## src/sev_pkg.sv

```systemverilog
// Constants shared by the status event register block.
package sev_pkg;

   // ********************************************************************
   // Register widths and bit positions
   // ********************************************************************
   localparam int REG_W = 16;
   localparam int NUM_TGT = 4;
   localparam int NUM_EVT = 3;
   localparam int BIT_B1 = 1;
   localparam int BIT_B2 = 2;

   // ********************************************************************
   // Register targets selected by a command
   // ********************************************************************
   localparam logic [1:0] TGT_OPERATION = 2'h0;
   localparam logic [1:0] TGT_TRIGGER   = 2'h1;
   localparam logic [1:0] TGT_ARM       = 2'h2;
   localparam logic [1:0] TGT_SEQUENCE  = 2'h3;

   // ********************************************************************
   // Implemented bits per target: operation, trigger, arm, sequence
   // ********************************************************************
   localparam logic [15:0] MASK_OPERATION = 16'h0462;
   localparam logic [15:0] MASK_TRIGGER   = 16'h0002;
   localparam logic [15:0] MASK_ARM       = 16'h0002;
   localparam logic [15:0] MASK_SEQUENCE  = 16'h0006;
   localparam logic [NUM_TGT-1:0][15:0] USED_MASK =
      {MASK_SEQUENCE, MASK_ARM, MASK_TRIGGER, MASK_OPERATION};

   // ********************************************************************
   // Reset and preset values
   // ********************************************************************
   localparam logic [15:0] ENABLE_RESET = 16'h0000;
   localparam logic [15:0] EVENT_RESET  = 16'h0000;
   localparam logic [15:0] ZERO_WORD    = 16'h0000;

   // ********************************************************************
   // Command kinds
   // ********************************************************************
   localparam logic [3:0] CMD_QUERY_EVENT  = 4'h0;
   localparam logic [3:0] CMD_WRITE_ENABLE = 4'h1;
   localparam logic [3:0] CMD_QUERY_ENABLE = 4'h2;
   localparam logic [3:0] CMD_WRITE_RISE   = 4'h3;
   localparam logic [3:0] CMD_QUERY_RISE   = 4'h4;
   localparam logic [3:0] CMD_WRITE_FALL   = 4'h5;
   localparam logic [3:0] CMD_QUERY_FALL   = 4'h6;
   localparam logic [3:0] CMD_PRESET       = 4'h7;
   localparam logic [3:0] CMD_CLEAR_STATUS = 4'h8;
   localparam logic [3:0] CMD_QUERY_COND   = 4'h9;

endpackage

```

## src/sev_event_reg.sv

```systemverilog
// One edge-filtered, read-cleared event register with its summary bit.
`timescale 1ns/1ps
module sev_event_reg #(
   parameter int          WIDTH = 16,
   parameter logic [15:0] USED  = 16'h0002
) (
   input  wire logic             clk_sys,
   input  wire logic             srst,
   input  wire logic             ce,
   input  wire logic [WIDTH-1:0] cond,
   input  wire logic [WIDTH-1:0] rise_en,
   input  wire logic [WIDTH-1:0] fall_en,
   input  wire logic [WIDTH-1:0] enable,
   input  wire logic             clear,
   output logic      [WIDTH-1:0] events,
   output logic                  summary
);

   // ********************************************************************
   // Edge detection
   // ********************************************************************
   logic [WIDTH-1:0] cond_prev;
   logic [WIDTH-1:0] hits;
   logic [WIDTH-1:0] kept;
   logic [WIDTH-1:0] next_events;

   // A rising filter catches 0-to-1, a falling filter 1-to-0 changes.
   assign hits = ((cond & ~cond_prev & rise_en) |
                  (~cond & cond_prev & fall_en)) & USED[WIDTH-1:0];
   // A read clears the old bits, but a hit in that cycle still lands.
   assign kept = clear ? '0 : events;
   assign next_events = kept | hits;

   // Event bits and condition history.
   always_ff @(posedge clk_sys) begin
      if (srst) begin
         events    <= '0;
         cond_prev <= '0;
      end else if (ce) begin
         events    <= next_events;
         cond_prev <= cond;
      end
   end

   // Summary follows the unmasked event bits only.
   always_ff @(posedge clk_sys) begin
      if (srst) begin
         summary <= 1'b0;
      end else if (ce) begin
         summary <= |(next_events & enable);
      end
   end

endmodule

```

## src/sev_status_events.sv

```systemverilog
// Trigger, arm and sequence event registers with their enable masks.
//
// Functional notes
// - Trigger event B1 records entering or leaving the trigger layer per filter.
// - Trigger and arm event bits other than B1 never report events.
// - Arm event B1 records entering or leaving the arm layers per filter.
// - Sequence event B1 records entering or leaving arm layer one per filter.
// - Sequence event B2 records entering or leaving arm layer two per filter.
// - Sequence event bits other than B1 and B2 never report events.
// - An enable write loads the value's bit pattern; zero clears it.
// - Value weights 2, 4, 32, 64, 1024 map to bits B1, B2, B5, B6, B10.
// - Reset and preset clear enables; clear-status leaves them alone.
// - An enable query returns the register's current bit pattern.
// - A cleared enable bit keeps its event from the summary.
// - A set enable bit lets its event set the summary.
// - Reading an event register returns it and then clears it.
// - Rising filter sets on 0-to-1, falling filter on 1-to-0.
`timescale 1ns/1ps
module sev_status_events #(
   parameter int WIDTH = 16
) (
   input  wire logic             clk_sys,
   input  wire logic             srst,
   input  wire logic             ce,
   input  wire logic             cmd_valid,
   input  wire logic [3:0]       cmd_kind,
   input  wire logic [1:0]       cmd_target,
   input  wire logic [WIDTH-1:0] cmd_value,
   input  wire logic             layer_active_flag,
   input  wire logic             arm_layer_flag,
   input  wire logic             arm_stage_one_flag,
   input  wire logic             arm_stage_two_flag,
   output logic                  rsp_valid,
   output logic      [WIDTH-1:0] rsp_value,
   output logic                  trig_summary,
   output logic                  arm_summary,
   output logic                  seq_summary
);

   // ********************************************************************
   // Command decode
   // ********************************************************************
   localparam int NUM_TGT = sev_pkg::NUM_TGT;
   localparam int NUM_EVT = sev_pkg::NUM_EVT;

   logic               do_write_enable;
   logic               do_write_rise;
   logic               do_write_fall;
   logic               do_preset;
   logic               do_clear_status;
   logic               do_query_event;
   logic               is_query;
   logic [NUM_TGT-1:0] tgt_hit;

   // Write, preset, clear-status and event-query kinds each become one qualified strobe.
   assign do_write_enable = cmd_valid && cmd_kind == sev_pkg::CMD_WRITE_ENABLE;
   assign do_write_rise   = cmd_valid && cmd_kind == sev_pkg::CMD_WRITE_RISE;
   assign do_write_fall   = cmd_valid && cmd_kind == sev_pkg::CMD_WRITE_FALL;
   assign do_preset       = cmd_valid && cmd_kind == sev_pkg::CMD_PRESET;
   assign do_clear_status = cmd_valid && cmd_kind == sev_pkg::CMD_CLEAR_STATUS;
   assign do_query_event  = cmd_valid && cmd_kind == sev_pkg::CMD_QUERY_EVENT;
   // Every query kind gets exactly one answer on the next cycle.
   assign is_query = cmd_valid && (cmd_kind == sev_pkg::CMD_QUERY_EVENT  ||
                                   cmd_kind == sev_pkg::CMD_QUERY_ENABLE ||
                                   cmd_kind == sev_pkg::CMD_QUERY_RISE   ||
                                   cmd_kind == sev_pkg::CMD_QUERY_FALL   ||
                                   cmd_kind == sev_pkg::CMD_QUERY_COND);

   // ********************************************************************
   // Enable registers, one per target
   // ********************************************************************
   logic [NUM_TGT-1:0][WIDTH-1:0] enab;

   genvar t;
   generate
      for (t = 0; t < NUM_TGT; t++) begin : g_enable
         assign tgt_hit[t] = (cmd_target == 2'(t));

         // Enables load the value's binary pattern, limited to used bits.
         always_ff @(posedge clk_sys) begin
            if (srst) begin
               enab[t] <= sev_pkg::ENABLE_RESET;
            end else if (ce) begin
               if (do_preset) begin
                  enab[t] <= sev_pkg::ENABLE_RESET;
               end else if (do_write_enable && tgt_hit[t]) begin
                  enab[t] <= cmd_value & sev_pkg::USED_MASK[t][WIDTH-1:0];
               end
            end
         end
      end
   endgenerate

   // ********************************************************************
   // Transition filters and event registers
   // ********************************************************************
   logic [NUM_EVT-1:0][WIDTH-1:0] rise_filt;
   logic [NUM_EVT-1:0][WIDTH-1:0] fall_filt;
   logic [NUM_EVT-1:0][WIDTH-1:0] cond_vec;
   logic [NUM_EVT-1:0][WIDTH-1:0] evt_bits;
   logic [NUM_EVT-1:0]            evt_clear;
   logic [NUM_EVT-1:0]            evt_summary;

   // Live conditions placed at their documented bit positions.
   always_comb begin
      cond_vec = '0;
      cond_vec[0][sev_pkg::BIT_B1] = layer_active_flag;
      cond_vec[1][sev_pkg::BIT_B1] = arm_layer_flag;
      cond_vec[2][sev_pkg::BIT_B1] = arm_stage_one_flag;
      cond_vec[2][sev_pkg::BIT_B2] = arm_stage_two_flag;
   end

   genvar e;
   generate
      for (e = 0; e < NUM_EVT; e++) begin : g_event
         // Event register e belongs to target e plus one.
         assign evt_clear[e] = do_clear_status || (do_query_event && tgt_hit[e+1]);

         // Filters start on rising edges for every used bit.
         always_ff @(posedge clk_sys) begin
            if (srst) begin
               rise_filt[e] <= sev_pkg::USED_MASK[e+1][WIDTH-1:0];
               fall_filt[e] <= sev_pkg::ZERO_WORD[WIDTH-1:0];
            end else if (ce) begin
               if (do_preset) begin
                  rise_filt[e] <= sev_pkg::USED_MASK[e+1][WIDTH-1:0];
                  fall_filt[e] <= sev_pkg::ZERO_WORD[WIDTH-1:0];
               end else begin
                  if (do_write_rise && tgt_hit[e+1]) begin
                     rise_filt[e] <= cmd_value & sev_pkg::USED_MASK[e+1][WIDTH-1:0];
                  end
                  if (do_write_fall && tgt_hit[e+1]) begin
                     fall_filt[e] <= cmd_value & sev_pkg::USED_MASK[e+1][WIDTH-1:0];
                  end
               end
            end
         end

         sev_event_reg #(
            .WIDTH (WIDTH),
            .USED  (sev_pkg::USED_MASK[e+1])
         ) u_event (
            .clk_sys (clk_sys),
            .srst    (srst),
            .ce      (ce),
            .cond    (cond_vec[e]),
            .rise_en (rise_filt[e]),
            .fall_en (fall_filt[e]),
            .enable  (enab[e+1]),
            .clear   (evt_clear[e]),
            .events  (evt_bits[e]),
            .summary (evt_summary[e])
         );
      end
   endgenerate

   // ********************************************************************
   // Query answer selection
   // ********************************************************************
   logic [WIDTH-1:0] sel_event;
   logic [WIDTH-1:0] sel_rise;
   logic [WIDTH-1:0] sel_fall;
   logic [WIDTH-1:0] sel_cond;
   logic [WIDTH-1:0] next_rsp_value;
   logic             tgt_is_op;
   logic [1:0]       evt_idx;

   // The operation event register is not held here and reads as zero.
   assign tgt_is_op = (cmd_target == sev_pkg::TGT_OPERATION);
   assign evt_idx   = cmd_target - 2'h1;
   assign sel_event = tgt_is_op ? '0 : evt_bits[evt_idx];
   assign sel_rise  = tgt_is_op ? '0 : rise_filt[evt_idx];
   assign sel_fall  = tgt_is_op ? '0 : fall_filt[evt_idx];
   assign sel_cond  = tgt_is_op ? '0 : cond_vec[evt_idx];

   // Pick the word that matches the query kind.
   always_comb begin
      case (cmd_kind)
         sev_pkg::CMD_QUERY_EVENT:  next_rsp_value = sel_event;
         sev_pkg::CMD_QUERY_ENABLE: next_rsp_value = enab[cmd_target];
         sev_pkg::CMD_QUERY_RISE:   next_rsp_value = sel_rise;
         sev_pkg::CMD_QUERY_FALL:   next_rsp_value = sel_fall;
         sev_pkg::CMD_QUERY_COND:   next_rsp_value = sel_cond;
         default:                   next_rsp_value = '0;
      endcase
   end

   // ********************************************************************
   // Registered outputs
   // ********************************************************************

   // Answer stands for one cycle; the value holds until the next query.
   always_ff @(posedge clk_sys) begin
      if (srst) begin
         rsp_valid <= 1'b0;
         rsp_value <= '0;
      end else if (ce) begin
         rsp_valid <= is_query;
         if (is_query) begin
            rsp_value <= next_rsp_value;
         end
      end
   end

   // Summaries for the next register set come from the event flops.
   always_ff @(posedge clk_sys) begin
      if (srst) begin
         trig_summary <= 1'b0;
         arm_summary  <= 1'b0;
         seq_summary  <= 1'b0;
      end else if (ce) begin
         trig_summary <= evt_summary[0];
         arm_summary  <= evt_summary[1];
         seq_summary  <= evt_summary[2];
      end
   end

endmodule

```

## config.mk

```make
export PLATFORM = sky130hd
export DESIGN_NAME = sev_status_events
export DESIGN_NICKNAME = d
export VERILOG_FILES = /design/src/sev_pkg.sv /design/src/sev_event_reg.sv /design/src/sev_status_events.sv
export SDC_FILE = /design/constraint.sdc
export NUM_CORES = 1
export LEC_CHECK = 0
export ABC_AREA = 1
export BUFFER_PORTS_ARGS = -buffer_cell sky130_fd_sc_hd__buf_4
export CAP_MARGIN = 5
export CORE_MARGIN = 2
export CORE_UTILIZATION = 57
export CTS_CLUSTER_DIAMETER = 200
export CTS_CLUSTER_SIZE = 24
export DETAILED_ROUTE_END_ITERATION = 12
export PLACE_DENSITY_LB_ADDON = 0.12
export SYNTH_ARGS = -nofsm -noshare
export SYNTH_HDL_FRONTEND = slang
export SYNTH_HIERARCHICAL = 1
export SYNTH_SLANG_ARGS = --single-unit
```

## constraint.sdc

```tcl
create_clock -name clk_sys -period 5.9 [get_ports clk_sys]
set_input_delay 0.885 -clock clk_sys [delete_from_list [all_inputs] [get_ports clk_sys]]
set_output_delay 0.885 -clock clk_sys [all_outputs]
set_load 0.01 [all_outputs]
```

==> results by stage, run 1 <==
Critical path:
- The critical path endpoint category is a flop.
- The type of the worst setup path is primary input to flop.
- Along the worst path, the maximum fanout reaches 30.
- For the worst setup path, the data required time is 6.18 ns.
- The data arrival time of the critical path is 3.42 ns.
- The worst setup path is launched from a primary input.

Finish:
- The diode insertion count for antenna repair is 0.
- Leaving out filler cells and counting taps, the final layout contains 846.
- The net count of the finished layout is 774.
- The number of fill cells is 763.
- The area growth from synthesis to layout is 14.7%.
- The post-route core utilization is 66.6%.
- The fraction of final layout cells sized beyond drive strength 1 is roughly an eighth.

Power:
- Across the VDD grid, the largest voltage drop is 0.000219 V.
- Net switching is 26.0% of the power.
- Dividing total power by cell area gives a power density of 240 nW/µm².
- Per report_power, the combinational group accounts for under 10% of the total.
- Of the total power, the clock network draws 38.6%.
- The design draws 1.21 mW.
- The relative contribution of sequential cells to total power is just over 50%.
- The internal power is ~0.9 mW.
- The leakage power of the design is between 2 and 2.5 nW.
- Summed over all nets, the switching power comes to around 0.32 mW.

Synth:
- By area the synthesized netlist is led by sky130_fd_sc_hd__dfxtp_1, sky130_fd_sc_hd__nand2_1, sky130_fd_sc_hd__nor2_1.
- Of all cell types, the one taking the most synthesized area is sky130_fd_sc_hd__dfxtp_1.
- The average instance area after synthesis is approximately 6.6 µm².
- Counting flops and latches in the post-synthesis netlist gives 91.
- In the synthesized netlist the dominant register cell turns out to be sky130_fd_sc_hd__dfxtp_1.
- The number of standard cells after synthesis is 670.
- The Yosys step of the flow raised 6 warnings.
- The cell with the most instances after synthesis is sky130_fd_sc_hd__nand2_1.
- The synthesized cell area is 4410 µm².
- Yosys mapped the design onto 27 distinct sky130hd cell types.
- The number of synthesized flops with an enable pin is 0.
- The area fraction of the dominant cell type after synthesis is ~41%.
- Sorting the synthesized cells by how often they occur yields sky130_fd_sc_hd__nand2_1, sky130_fd_sc_hd__nor2_1, sky130_fd_sc_hd__dfxtp_1.
- The portion of the post-synthesis area used by sequential elements is 41.3%.
- The fraction of registers with async set/reset is 0%.

Timing:
- Subtracting the final worst setup slack from the clock period gives 3.14 ns.
- The number of endpoints with negative hold slack in the final report was 0.
- The count of final setup violators is 0.
- The headroom to the max-slew limit is between 40% and 50%.
- The slew at the pin closest to its max-slew limit is 0.808 ns.
- Clock skew on the completed layout was measured at 0.0119 ns.
- The maximum clock frequency is 0.318 GHz.
- Across all hold checks on the routed design, the worst slack comes to 0.462 ns.
- In the finished design, the share of the clock period the worst path needs comes to between 50% and 60%.
- The final number of max-transition violations is 0.
- Setup repair after global routing left no endpoint under its margin.
- The post-route setup TNS is 0 ns.

Floorplan:
- The floorplan die height is 92.0 µm.
- The die covers 8460 µm².
- Row generation in the floorplan step produced 32 rows.
- The effective utilization at floorplan is 58.0%.
- After floorplanning, the core was sized to cover around 7600 µm².
- During I/O placement, the number of pins put on the boundary was 50.
- The die is 92.0 µm wide.

GRT:
- Entering global routing, the biggest net connects 37 pins.
- The wire length of the first global-routing pass is 18400 µm.
- The overall fraction of global-route tracks in use is a little over a quarter.
- The total overflow reported by the global router is 0.
- The initial antenna violation count is 0.
- The via count of the first global-routing pass is 3963.

Detailed routing:
- The detail route stage leaves a number of antenna-violating nets equal to 0.
- The overall routed net length is 11100 µm.
- The DRC violations left is 0.
- The detailed-route via count is about 4200.
- The first routing iteration left 195 violations.
- The via density per instance is 4.97.
- The pre-antenna-repair detailed-routing pass consisted of 4 iterations.
- The wire length per cell after detailed routing is approximately 13 µm.

Clock tree:
- The TritonCTS buffer count is 9.
- The H-tree generated during clock tree synthesis spans 3 levels.
- The number of gates resized after cts is 0.
- Clock latency on the worst-skew pair, taken at its later pin, is about 0.36 ns.
- Hold repair after CTS inserted 0 buffers.
- The clock root buffer master is sky130_fd_sc_hd__clkbuf_8.
- The clock transition at the registers of the reported paths is around 0.090 ns.
- The maximum buffer depth of the clock tree is 2.
- The setup fix buffers added after clock tree synthesis is 0.
- The TritonCTS clock tree is done.
- For this design, the sink count on the clock tree is 91.

Place:
- Counting tap cells, the placed design contains a total of between 800 and 900 instances.
- The detailed placer's ending HPWL is 8010 µm.
- The routability congestion estimate from global placement is approximately 0.9.
- The count of input and output buffers is 38.

Worst hold path:
- The class of the tightest hold or removal check is flop to flop.

Flow run:
- The tool flagged a number of max-cap violations equal to 0.

Status:
- The flow ran to the end, and the final reports show no timing, DRC or antenna violations.
## logic make-up (layout without fill, tap and decap cells)
logic type | after synthesis | in the layout | share of synthesized area (%)
and+or+nand+nor | 380 | 380 | 35.1
AOI/OAI and AO/OA | 112 | 112 | 13.8
DFF | 91 | 91 | 41.3
buffers and inverters | 81 | 112 | 8.28
adders and majority gates | 5 | 5 | 1.42
other | 1 | 44 | 0.0850
## metal layers
layer	GRT usage [%]	vias up	routed length (µm)
li1	-	2201	-
met1	34.4	1899	4970
met2	47.1	76	5420
met3	4.27	32	326
met4	11.1	0	345
met5	0	-	0
## power by group through the flow
stage	clock [mW]	combinational (mW)	sequential, mW
2_1_floorplan	0	0.0774	0.643
3_3_place_gp	0	0.113	0.643
3_5_place_dp	0	0.114	0.643
4_1_cts	0.477	0.115	0.629
5_1_grt	0.502	0.130	0.630
6_report	0.469	0.117	0.629
## worst max-delay path, stage by stage
cell                      delay [ns]
sky130_fd_sc_hd__buf_4          0.27
sky130_fd_sc_hd__inv_1          0.43
sky130_fd_sc_hd__ha_1           0.85
sky130_fd_sc_hd__o21ai_0        0.26
sky130_fd_sc_hd__o21ai_0        0.37
sky130_fd_sc_hd__nand4_1        0.17
sky130_fd_sc_hd__a21oi_1        0.16
## layout by cell type, fill, tap and decap left out, types with 2 or more instances in the layout
| cell | n |
|---|---|
| sky130_fd_sc_hd__a21oi_1 | 34 |
| sky130_fd_sc_hd__a21oi_2 | 7 |
| sky130_fd_sc_hd__buf_4 | 38 |
| sky130_fd_sc_hd__bufinv_16 | 2 |
| sky130_fd_sc_hd__clkbuf_8 | 9 |
| sky130_fd_sc_hd__clkinv_2 | 3 |
| sky130_fd_sc_hd__clkinvlp_4 | 2 |
| sky130_fd_sc_hd__conb_1 | 44 |
| sky130_fd_sc_hd__dfxtp_1 | 91 |
| sky130_fd_sc_hd__ha_1 | 5 |
| sky130_fd_sc_hd__inv_1 | 43 |
| sky130_fd_sc_hd__inv_2 | 12 |
| sky130_fd_sc_hd__inv_6 | 2 |
| sky130_fd_sc_hd__nand2_1 | 221 |
| sky130_fd_sc_hd__nand2_2 | 4 |
| sky130_fd_sc_hd__nand3_1 | 24 |
| sky130_fd_sc_hd__nand3_2 | 6 |
| sky130_fd_sc_hd__nand4_1 | 5 |
| sky130_fd_sc_hd__nor2_1 | 108 |
| sky130_fd_sc_hd__nor2_2 | 4 |
| sky130_fd_sc_hd__nor2_4 | 2 |
| sky130_fd_sc_hd__nor3_1 | 6 |
| sky130_fd_sc_hd__o2111ai_1 | 2 |
| sky130_fd_sc_hd__o21ai_0 | 60 |
| sky130_fd_sc_hd__o21ai_1 | 4 |
| sky130_fd_sc_hd__o21ai_2 | 4 |
## registers in the layout, summed over array words and instances, names as in the netlist
name,cells
g_event.u_event/events,48
rsp_value,16
enab,8
fall_filt,4
g_event.u_event/cond_prev,4
rise_filt,4
g_event.u_event/summary,3
arm_summary,1
rsp_valid,1
seq_summary,1
trig_summary,1
## metrics by stage
step | instance area (µm²) | worst slack, ns
final | 5060 | 2.76
after global routing | 5060 | 2.53
after CTS | 5060 | 2.75
after detailed placement | 4840 | 2.41
after global placement | 4840 | 2.48
after floorplan | 4570 | 3.26
## final timing paths
check | from | to | slack, ns | depth (start not counted)
setup / recovery | cmd_target[0] | rsp_value[3] | 2.76 | 7
hold reg to reg | g_event[1].u_event/events[12] | g_event[1].u_event/events[12] | 0.46 | 2
hold / removal | g_event[1].u_event/events[12] | g_event[1].u_event/events[12] | 0.46 | 2
setup reg to reg | g_event[1].u_event/events[3] | rsp_value[3] | 4.64 | 4
## area by class of cell
type	instances	area (µm²)	area share, %
inverter	58	220	4.35
multi-input combinational	541	2390	47.1
clock inverter	7	97.6	1.93
sequential	91	1820	36.0
tap	102	128	2.52
clock buffer	9	124	2.45
timing repair buffer	38	285	5.63
Power figures use the tool's default switching activity.
==> inputs of run 2 (changes only) <==
ABC_AREA = 0   (was 1)
clock period = 3 ns   (was 5.9 ns; I/O delays follow)
==> run 2 against run 1 <==
Compared with the run above: critical path depth grew 1; via count down 20%; power grew 89%; clock power up 86%; register-to-register slack got worse by 3.2 ns; first-iteration DRC count rose by 30%; combinational power increased by 71%; global-route usage decreased by 2.7 points; hold slack lost 0.12 ns; wire length down 13%; largest cell class unchanged; highest routed layer unchanged.
==> results by stage, run 2 <==
Critical path:
- The maximum fanout encountered on the critical timing path is 12.
- STA puts the critical path data arrival time at 2.33 ns.
- STA classifies the critical path startpoint as a primary input.
- The required arrival time at the worst endpoint is 3.23 ns.
- The worst setup path is captured at a flop.
- The type of the worst setup path is primary input to flop.

Timing:
- The slew at the pin closest to its max-slew limit is around 0.71 ns.
- Setup repair after global routing left no endpoint under its margin.
- In this run the tightest slew margin relative to its limit is ~52%.
- The maximum clock frequency is 0.476 GHz.
- The final clock skew is 0.0103 ns.
- The worst path uses 70.0% of the clock period.
- The final number of max-transition violations was 0.
- The clock period could shrink to 2.10 ns.
- The post-route setup TNS is 0 ns.
- Setup violations remaining at the end of the flow were counted as 0.
- The number of endpoints with negative hold slack in the final report came to 0.

Synth:
- In the post-synthesis netlist, the biggest area contributors are sky130_fd_sc_hd__dfxtp_1, sky130_fd_sc_hd__mux2i_1, sky130_fd_sc_hd__and2_1.
- The synthesized design devotes to its leading area cell type between 40% and 50% of total area.
- The prevailing post-synth register cell is sky130_fd_sc_hd__dfxtp_1.
- By count the netlist is led by sky130_fd_sc_hd__dfxtp_1, sky130_fd_sc_hd__and2_1, sky130_fd_sc_hd__nor2_1.
- For this run, the number of Yosys warnings is 6.
- The number of different library cells used by synthesis comes to 66.
- The main combinational cell family by area after synthesis is simple AND/OR/NAND/NOR gates.
- The fraction of registers with async set/reset is 0%.
- The cell with the most instances after synthesis is sky130_fd_sc_hd__dfxtp_1.
- The average instance area after synthesis is about 9.7 µm².
- Summing the areas of all fa, ha and maj instances in the mapped netlist gives 1.49% of the synthesized area.
- After synthesis, the share of cell area in mux cells is approximately a tenth.
- The share of the Yosys chip area taken by registers is a little over two fifths.
- The flop and latch count out of synthesis is between 90 and 100.
- The mapped netlist covers 4190 µm².
- The simple logic cell fraction of the synthesized area is 21.6%.
- The number of standard cells after synthesis is approximately 430.
- The post-synthesis xor/xnor area fraction is 0%.
- The biggest area contributor in the post-synthesis netlist is sky130_fd_sc_hd__dfxtp_1.
- Counting flops with a built-in enable in the synthesized netlist gives 0.
- Summing the areas of all compound-gate instances in the mapped netlist gives 20.5% of the synthesized area.

Finish:
- The sequential cells in the finished layout cover a total of 1820 µm².
- The most common cell after layout, fill and taps aside is sky130_fd_sc_hd__dfxtp_1.
- The fraction of final layout cells sized beyond drive strength 1 is 14.8%.
- Compared with the post-synthesis result, the final layout area differs by 16.4%.
- The flip-flop count of the largest register after layout is 48.
- 0 antenna diodes ended up in the layout.
- In the layout the commonest cells are sky130_fd_sc_hd__dfxtp_1, sky130_fd_sc_hd__and2_1, sky130_fd_sc_hd__conb_1.
- The net count of the finished layout is 538.
- The register bank with the most flops is g_event.u_event/events.
- The largest registers in the layout are g_event.u_event/events x48, rsp_value x16, enab x8.
- Summing all multi-input logic gate instances after layout gives 2390 µm².
- The filler cells instantiated in the layout total 594.

Detailed routing:
- The antenna violation net count after detailed routing is 0.
- Dividing the detail-routed wire length by the instance count gives 15.9 µm.
- For this block, the routed nets add up to 9650 µm of wire.
- The detailed-route via count is around 3400.
- The iteration count of the initial detailed-routing pass is 5.
- After the first detailed-routing iteration, the DRC count stood at 254.
- After detailed routing, the number of remaining DRC violations is 0.
- In the routed layout, each cell is associated on average with a via count of about 5.6.

Clock tree:
- The H-tree depth is 3.
- The number of gates resized after cts is 0.
- The clock reaches the later pin of the worst-skew pair after 0.36 ns.
- In this run the deepest clock path goes through 2 buffers.
- The setup fix buffers added after clock tree synthesis is 0.
- In this run, CTS created clock tree buffers numbering 9.
- Clock-pin slew was measured on the worst setup and hold paths at 0.09 ns.
- The TritonCTS clock tree is done.
- The clock root buffer master is sky130_fd_sc_hd__clkbuf_8.
- The clock net in this run drives a total of 91 sinks.
- In this run, post-CTS hold repair placed 0 buffers.

Power:
- In this run the power density over the cells is 471 nW/µm².
- The leakage power of the design is 2.01 nW.
- Overall power consumption after layout is estimated at between 2 and 2.5 mW.
- The peak ir drop on the vdd network is 0.000337 V.

Status:
- The run finished with clean final reports.

Worst hold path:
- The class of the tightest hold or removal check is primary input to flop.

GRT:
- The maximum number of pins on one net before global-route repair is 50.
- For this run the aggregate overflow at the end of global routing stands at 0.
- The wire length of the first global-routing pass is 16000 µm.
- Global routing consumed, over all layers together, about 25% of the routing resources.
- The via count of the first global-routing pass came to 3144.
- The initial antenna violation count was 0.

Floorplan:
- From left edge to right edge, the die measures 89.8 µm.
- The die covers between 8000 and 9000 µm².
- The effective utilization at floorplan is 58.4%.
- 50 I/O pins were placed.
- The initialized floorplan defines 31 standard-cell rows.
- The core area is around 7000 µm².
- The floorplan step set the die height to 89.8 µm.

Place:
- Routability-driven placement finished with a final weighted congestion of 0.850.
- Input and output buffers added on the ports amount to 38.
- The detailed placer's ending HPWL is 6830 µm.

Flow run:
- The max-cap violation count is 0.
[run 2: worst max-delay path, stage by stage]
cell,delay (ns)
sky130_fd_sc_hd__buf_4,0.17
sky130_fd_sc_hd__clkinv_1,0.11
sky130_fd_sc_hd__ha_1,0.51
sky130_fd_sc_hd__buf_4,0.31
sky130_fd_sc_hd__mux2i_1,0.30
sky130_fd_sc_hd__o2bb2ai_1,0.11
sky130_fd_sc_hd__a222oi_1,0.31
sky130_fd_sc_hd__nor2_1,0.07
[run 2: final timing paths]
kind / from / endpoint / slack [ns] / depth (start not counted)
max: cmd_target[0] / rsp_value[10] / 0.90 / 8
min: cmd_value[10] / enab[10] / 0.34 / 3
max reg2reg: fall_filt[17] / rsp_value[1] / 1.41 / 4
min reg2reg: rsp_value[5] / rsp_value[5] / 0.47 / 2
[run 2: kinds of logic after synthesis]
logic type,after synthesis
and+or+nand+nor,160
AOI/OAI and AO/OA,107
DFF,91
muxes,38
buffers and inverters,30
adders and majority gates,5
other,1
[run 2: routing by layer]
metal / vias up / track usage (%) / share of wire [%]
li1: 1684 / - / -
met1: 1568 / 37.1 / 49
met2: 107 / 35.9 / 44
met3: 11 / 5.45 / 5.6
met4: 0 / 6.79 / 1.4
met5: - / 0 / 0
[run 2: area by class of cell]
cell class / count / share of cell area (%)
multi-input cells: 354 / 49.0
clock inverters: 3 / 0.948
repair buffers: 42 / 6.46
well taps: 99 / 2.54
inverters: 5 / 0.385
flip-flops and latches: 91 / 37.3
clock buffers: 12 / 3.38
[run 2: report_power, final]
group          leakage (nW)  internal, mW  switching (mW)  total (mW)
sequential            0.735          1.22         0.00922        1.23
combinational          1.17        0.0745           0.125       0.200
clock                 0.105         0.450           0.422       0.873
total                  2.01          1.74           0.557        2.30
[run 2: through the flow]
stage,hold slack [ns],setup WS [ns],instances,instance area [µm²],utilization [%]
after detailed placement,0.454,0.548,591,4670,65.1
after CTS,0.336,0.938,606,4880,68.0
after global placement,0.448,0.609,591,4670,65.1
after floorplan,0.446,0.313,475,4350,-
after global routing,0.340,0.859,606,4880,68.0
final,0.343,0.901,606,4880,68.0
==> inputs of run 3 (changes only) <==
CORE_UTILIZATION = 54   (was 57)
clock period = 1.8 ns   (was 3 ns; I/O delays follow)
==> run 3 against run 2 <==
Compared with the run above: sequential share of layout area decreased by 1.9 points; worst setup slack got worse by 0.52 ns; sequential power rose by 67%; core utilization down 0.50 points; largest cell class unchanged; critical path type unchanged; combinational power is 96% higher; sequential cell count is the same; register-to-register slack worse by 0.98 ns; global-route usage increased by 0.077 points; via count grew 4.3%; first-iteration DRC count is 28% lower.
==> results by stage, run 3 (synthesized netlist as in run 2, its figures left out) <==
Status:
- The flow ran to the end, and the final reports show no timing, DRC or antenna violations.

Timing:
- The final number of max-transition violations is 0.
- The maximum clock frequency is approximately 0.7 GHz.
- The number of endpoints with negative hold slack in the final report is 0.
- Setup repair after global routing left no endpoint under its margin.
- On the final layout, the worst clock skew is 0.00732 ns.
- Dividing the final minimum period by the clock period gives 78.8%.
- Subtracting the final worst setup slack from the clock period gives 1.42 ns.
- The post-route setup TNS is 0 ns.
- The count of final setup violators is 0.
- Across all hold checks on the routed design, the worst slack comes to between 0.15 and 0.2 ns.

Clock tree:
- The tree is rooted in a sky130_fd_sc_hd__clkbuf_8.
- The clock passes through at most 2 buffers.
- The later-pin clock latency in the skew report is 0.35 ns.
- The H-tree depth is 3.
- TritonCTS created 9 clock buffers.
- The clock transition at the registers of the reported paths is 0.09 ns.
- The TritonCTS clock tree is done.
- Hold repair after CTS inserted 0 buffers.
- The setup fix buffers added after clock tree synthesis is 0.
- The number of gates resized after CTS was 0.
- The clock net in this run drives a total of slightly above 90 sinks.

Place:
- The congestion estimate from routability-driven global placement came to 0.897.
- After detailed placement, the total cell area comes to 4890 µm².
- Buffers placed on the I/O ports in this run total 38.
- The cell total after placement is 617.
- The wire-length estimate of the detail-placed layout is between 7000 and 8000 µm.

Critical path:
- Broken down by cell family, the worst path's largest delay share belongs to simple AND/OR/NAND/NOR gates.
- STA classifies the critical path startpoint as a primary input.
- The endpoint of the lowest-slack register-to-register path is rsp_value[1].
- The startpoint identified for the worst register-to-register timing path is fall_filt[17].
- The critical path depth in cells is 7.
- The biggest cell delay along the critical path is around 0.43 ns.
- For the worst flop-to-flop path, the logic depth is 4.
- The worst-case register-to-register setup slack is 0.43 ns.
- The worst setup path startpoint is cmd_target[0].
- STA classifies the critical path endpoint as a flop.
- At the worst endpoint, the required time is 2.08 ns.
- The slowest stage of the critical path is the sky130_fd_sc_hd__or4_1 cell.
- The critical path ends at rsp_value[3].
- The maximum fanout encountered on the critical timing path is 8.
- The worst setup path is of the primary input to flop kind.
- Traced cell by cell, the critical path runs through buf_4 > clkinv_8 > ha_4 > and2b_2 > a22oi_1 > or4_1 > a21oi_1.
- At the worst endpoint, the arrival time is 1.70 ns.
- The buffers plus inverters on the worst setup path is 2.

Finish:
- The largest registers in the layout are g_event.u_event/events x48, rsp_value x16, enab x8.
- For this run, the number of standard cells in the final layout without fillers is 633.
- The area growth from synthesis to layout is 22.5%.
- The repair_antennas step left the layout with diodes totalling 0.
- The fraction of final layout cells sized beyond drive strength 1 is 19.4%.
- Leaving out fill and tap cells, the most frequent cells in the layout are sky130_fd_sc_hd__dfxtp_1, sky130_fd_sc_hd__buf_4, sky130_fd_sc_hd__and2_1.
- More flip-flops sit in one register than any other, and that register is g_event.u_event/events.
- The final non-filler cell area is 5140 µm².
- The flip-flop count of the largest register after layout is 48.
- The most common cell after layout, fill and taps aside is sky130_fd_sc_hd__dfxtp_1.
- After the last flow step, the layout net total stands at 561.

Detailed routing:
- In the final routed layout, each cell accounts on average for between 15 and 20 µm.
- The routed design has 10100 µm of wire.
- The detail route stage leaves a number of antenna-violating nets equal to 0.
- The detailed-route via count is 3514.
- The DRC violations left is 0.
- The initial detailed-routing violation count is 183.
- The first detailed-routing pass ran for 4 iterations.
- Using the TritonRoute via totals, the vias-per-cell ratio works out to ~5.6.

Power:
- The peak ir drop on the vdd network is 0.000675 V.
- The power per unit of standard cell area is 804 nW/µm².
- The leakage power of the design is 2.15 nW.

Floorplan:
- The effective utilization at floorplan is a little under three fifths.
- The die boundary width is 92.1 µm.
- The floorplan die area is 8490 µm².
- The row count is 32.
- In this run the standard cell core region covers between 7000 and 8000 µm².
- The floorplan die height is 92.1 µm.
- During I/O placement, the number of pins put on the boundary was 50.

Worst hold path:
- The path class of the tightest hold or removal check is primary input to flop.
- The start point of the worst min-delay path is cmd_value[10].

GRT:
- After global routing, the most crowded layer is met2.
- The initial antenna violation count is 0.
- For this run, global-route usage on met2 was measured as a little over two fifths.
- The global-route met3 utilization is 3.70%.
- For this run, global-route usage on met1 was measured as 31.0%.
- Across every metal layer, demand over resource in global routing totals approximately 25%.
- The first global-routing pass estimated 16700 µm of wire.
- The via count of the first global-routing pass is between 3000 and 4000.
- The maximum number of pins on one net before global-route repair is 22.
- After global routing the overflow that remains totals 0.

Flow run:
- The max-cap violation count is 0.
==> run 3: layout make-up <==
type                    instances  area (µm²)
flip-flops and latches         91        1820
clock inverters                 7         121
fillers                       632        2470
repair buffers                 65         500
well taps                     102         128
inverters                       5        31.3
clock buffers                   9         124
multi-input cells             354        2410
==> run 3: per-layer routing <==
layer  wire length, µm  up-vias
li1                  -     1730
met1              4510     1672
met2              4940       92
met3               401       20
met4               230        0
met5                 0        -
==> run 3: through the flow <==
stage	power [mW]	util, %	setup WS [ns]
2_1_floorplan	2.34	-	-0.0540
4_1_cts	4.14	67.5	0.396
5_1_grt	4.27	67.5	0.278
3_5_place_dp	2.48	64.3	0.0296
3_3_place_gp	2.47	64.3	0.0540
6_report	4.13	67.5	0.381
==> run 3: where the power goes <==
part / leakage [nW] / switching [mW] / internal (mW)
clock network: 0.124 / 0.755 / 0.933
registers: 0.735 / 0.0151 / 2.03
logic: 1.29 / 0.223 / 0.168
==> run 3: how the worst min path moves through the flow <==
stage,endpoint,depth (start not counted)
final,enab[10],3
after floorplan,g_event[2].u_event/events[1],1
after detailed placement,rsp_value[6],2
after global placement,rsp_value[3],2
after global routing,enab[5],3
after CTS,g_event[1].u_event/cond_prev[1],3
==> run 3: worst register-to-register path, stage by stage (launching register included) <==
cell                       delay [ns]
sky130_fd_sc_hd__dfxtp_1         0.34
sky130_fd_sc_hd__mux2_2          0.28
sky130_fd_sc_hd__and3_1          0.19
sky130_fd_sc_hd__o311ai_0        0.32
sky130_fd_sc_hd__a31oi_1         0.12
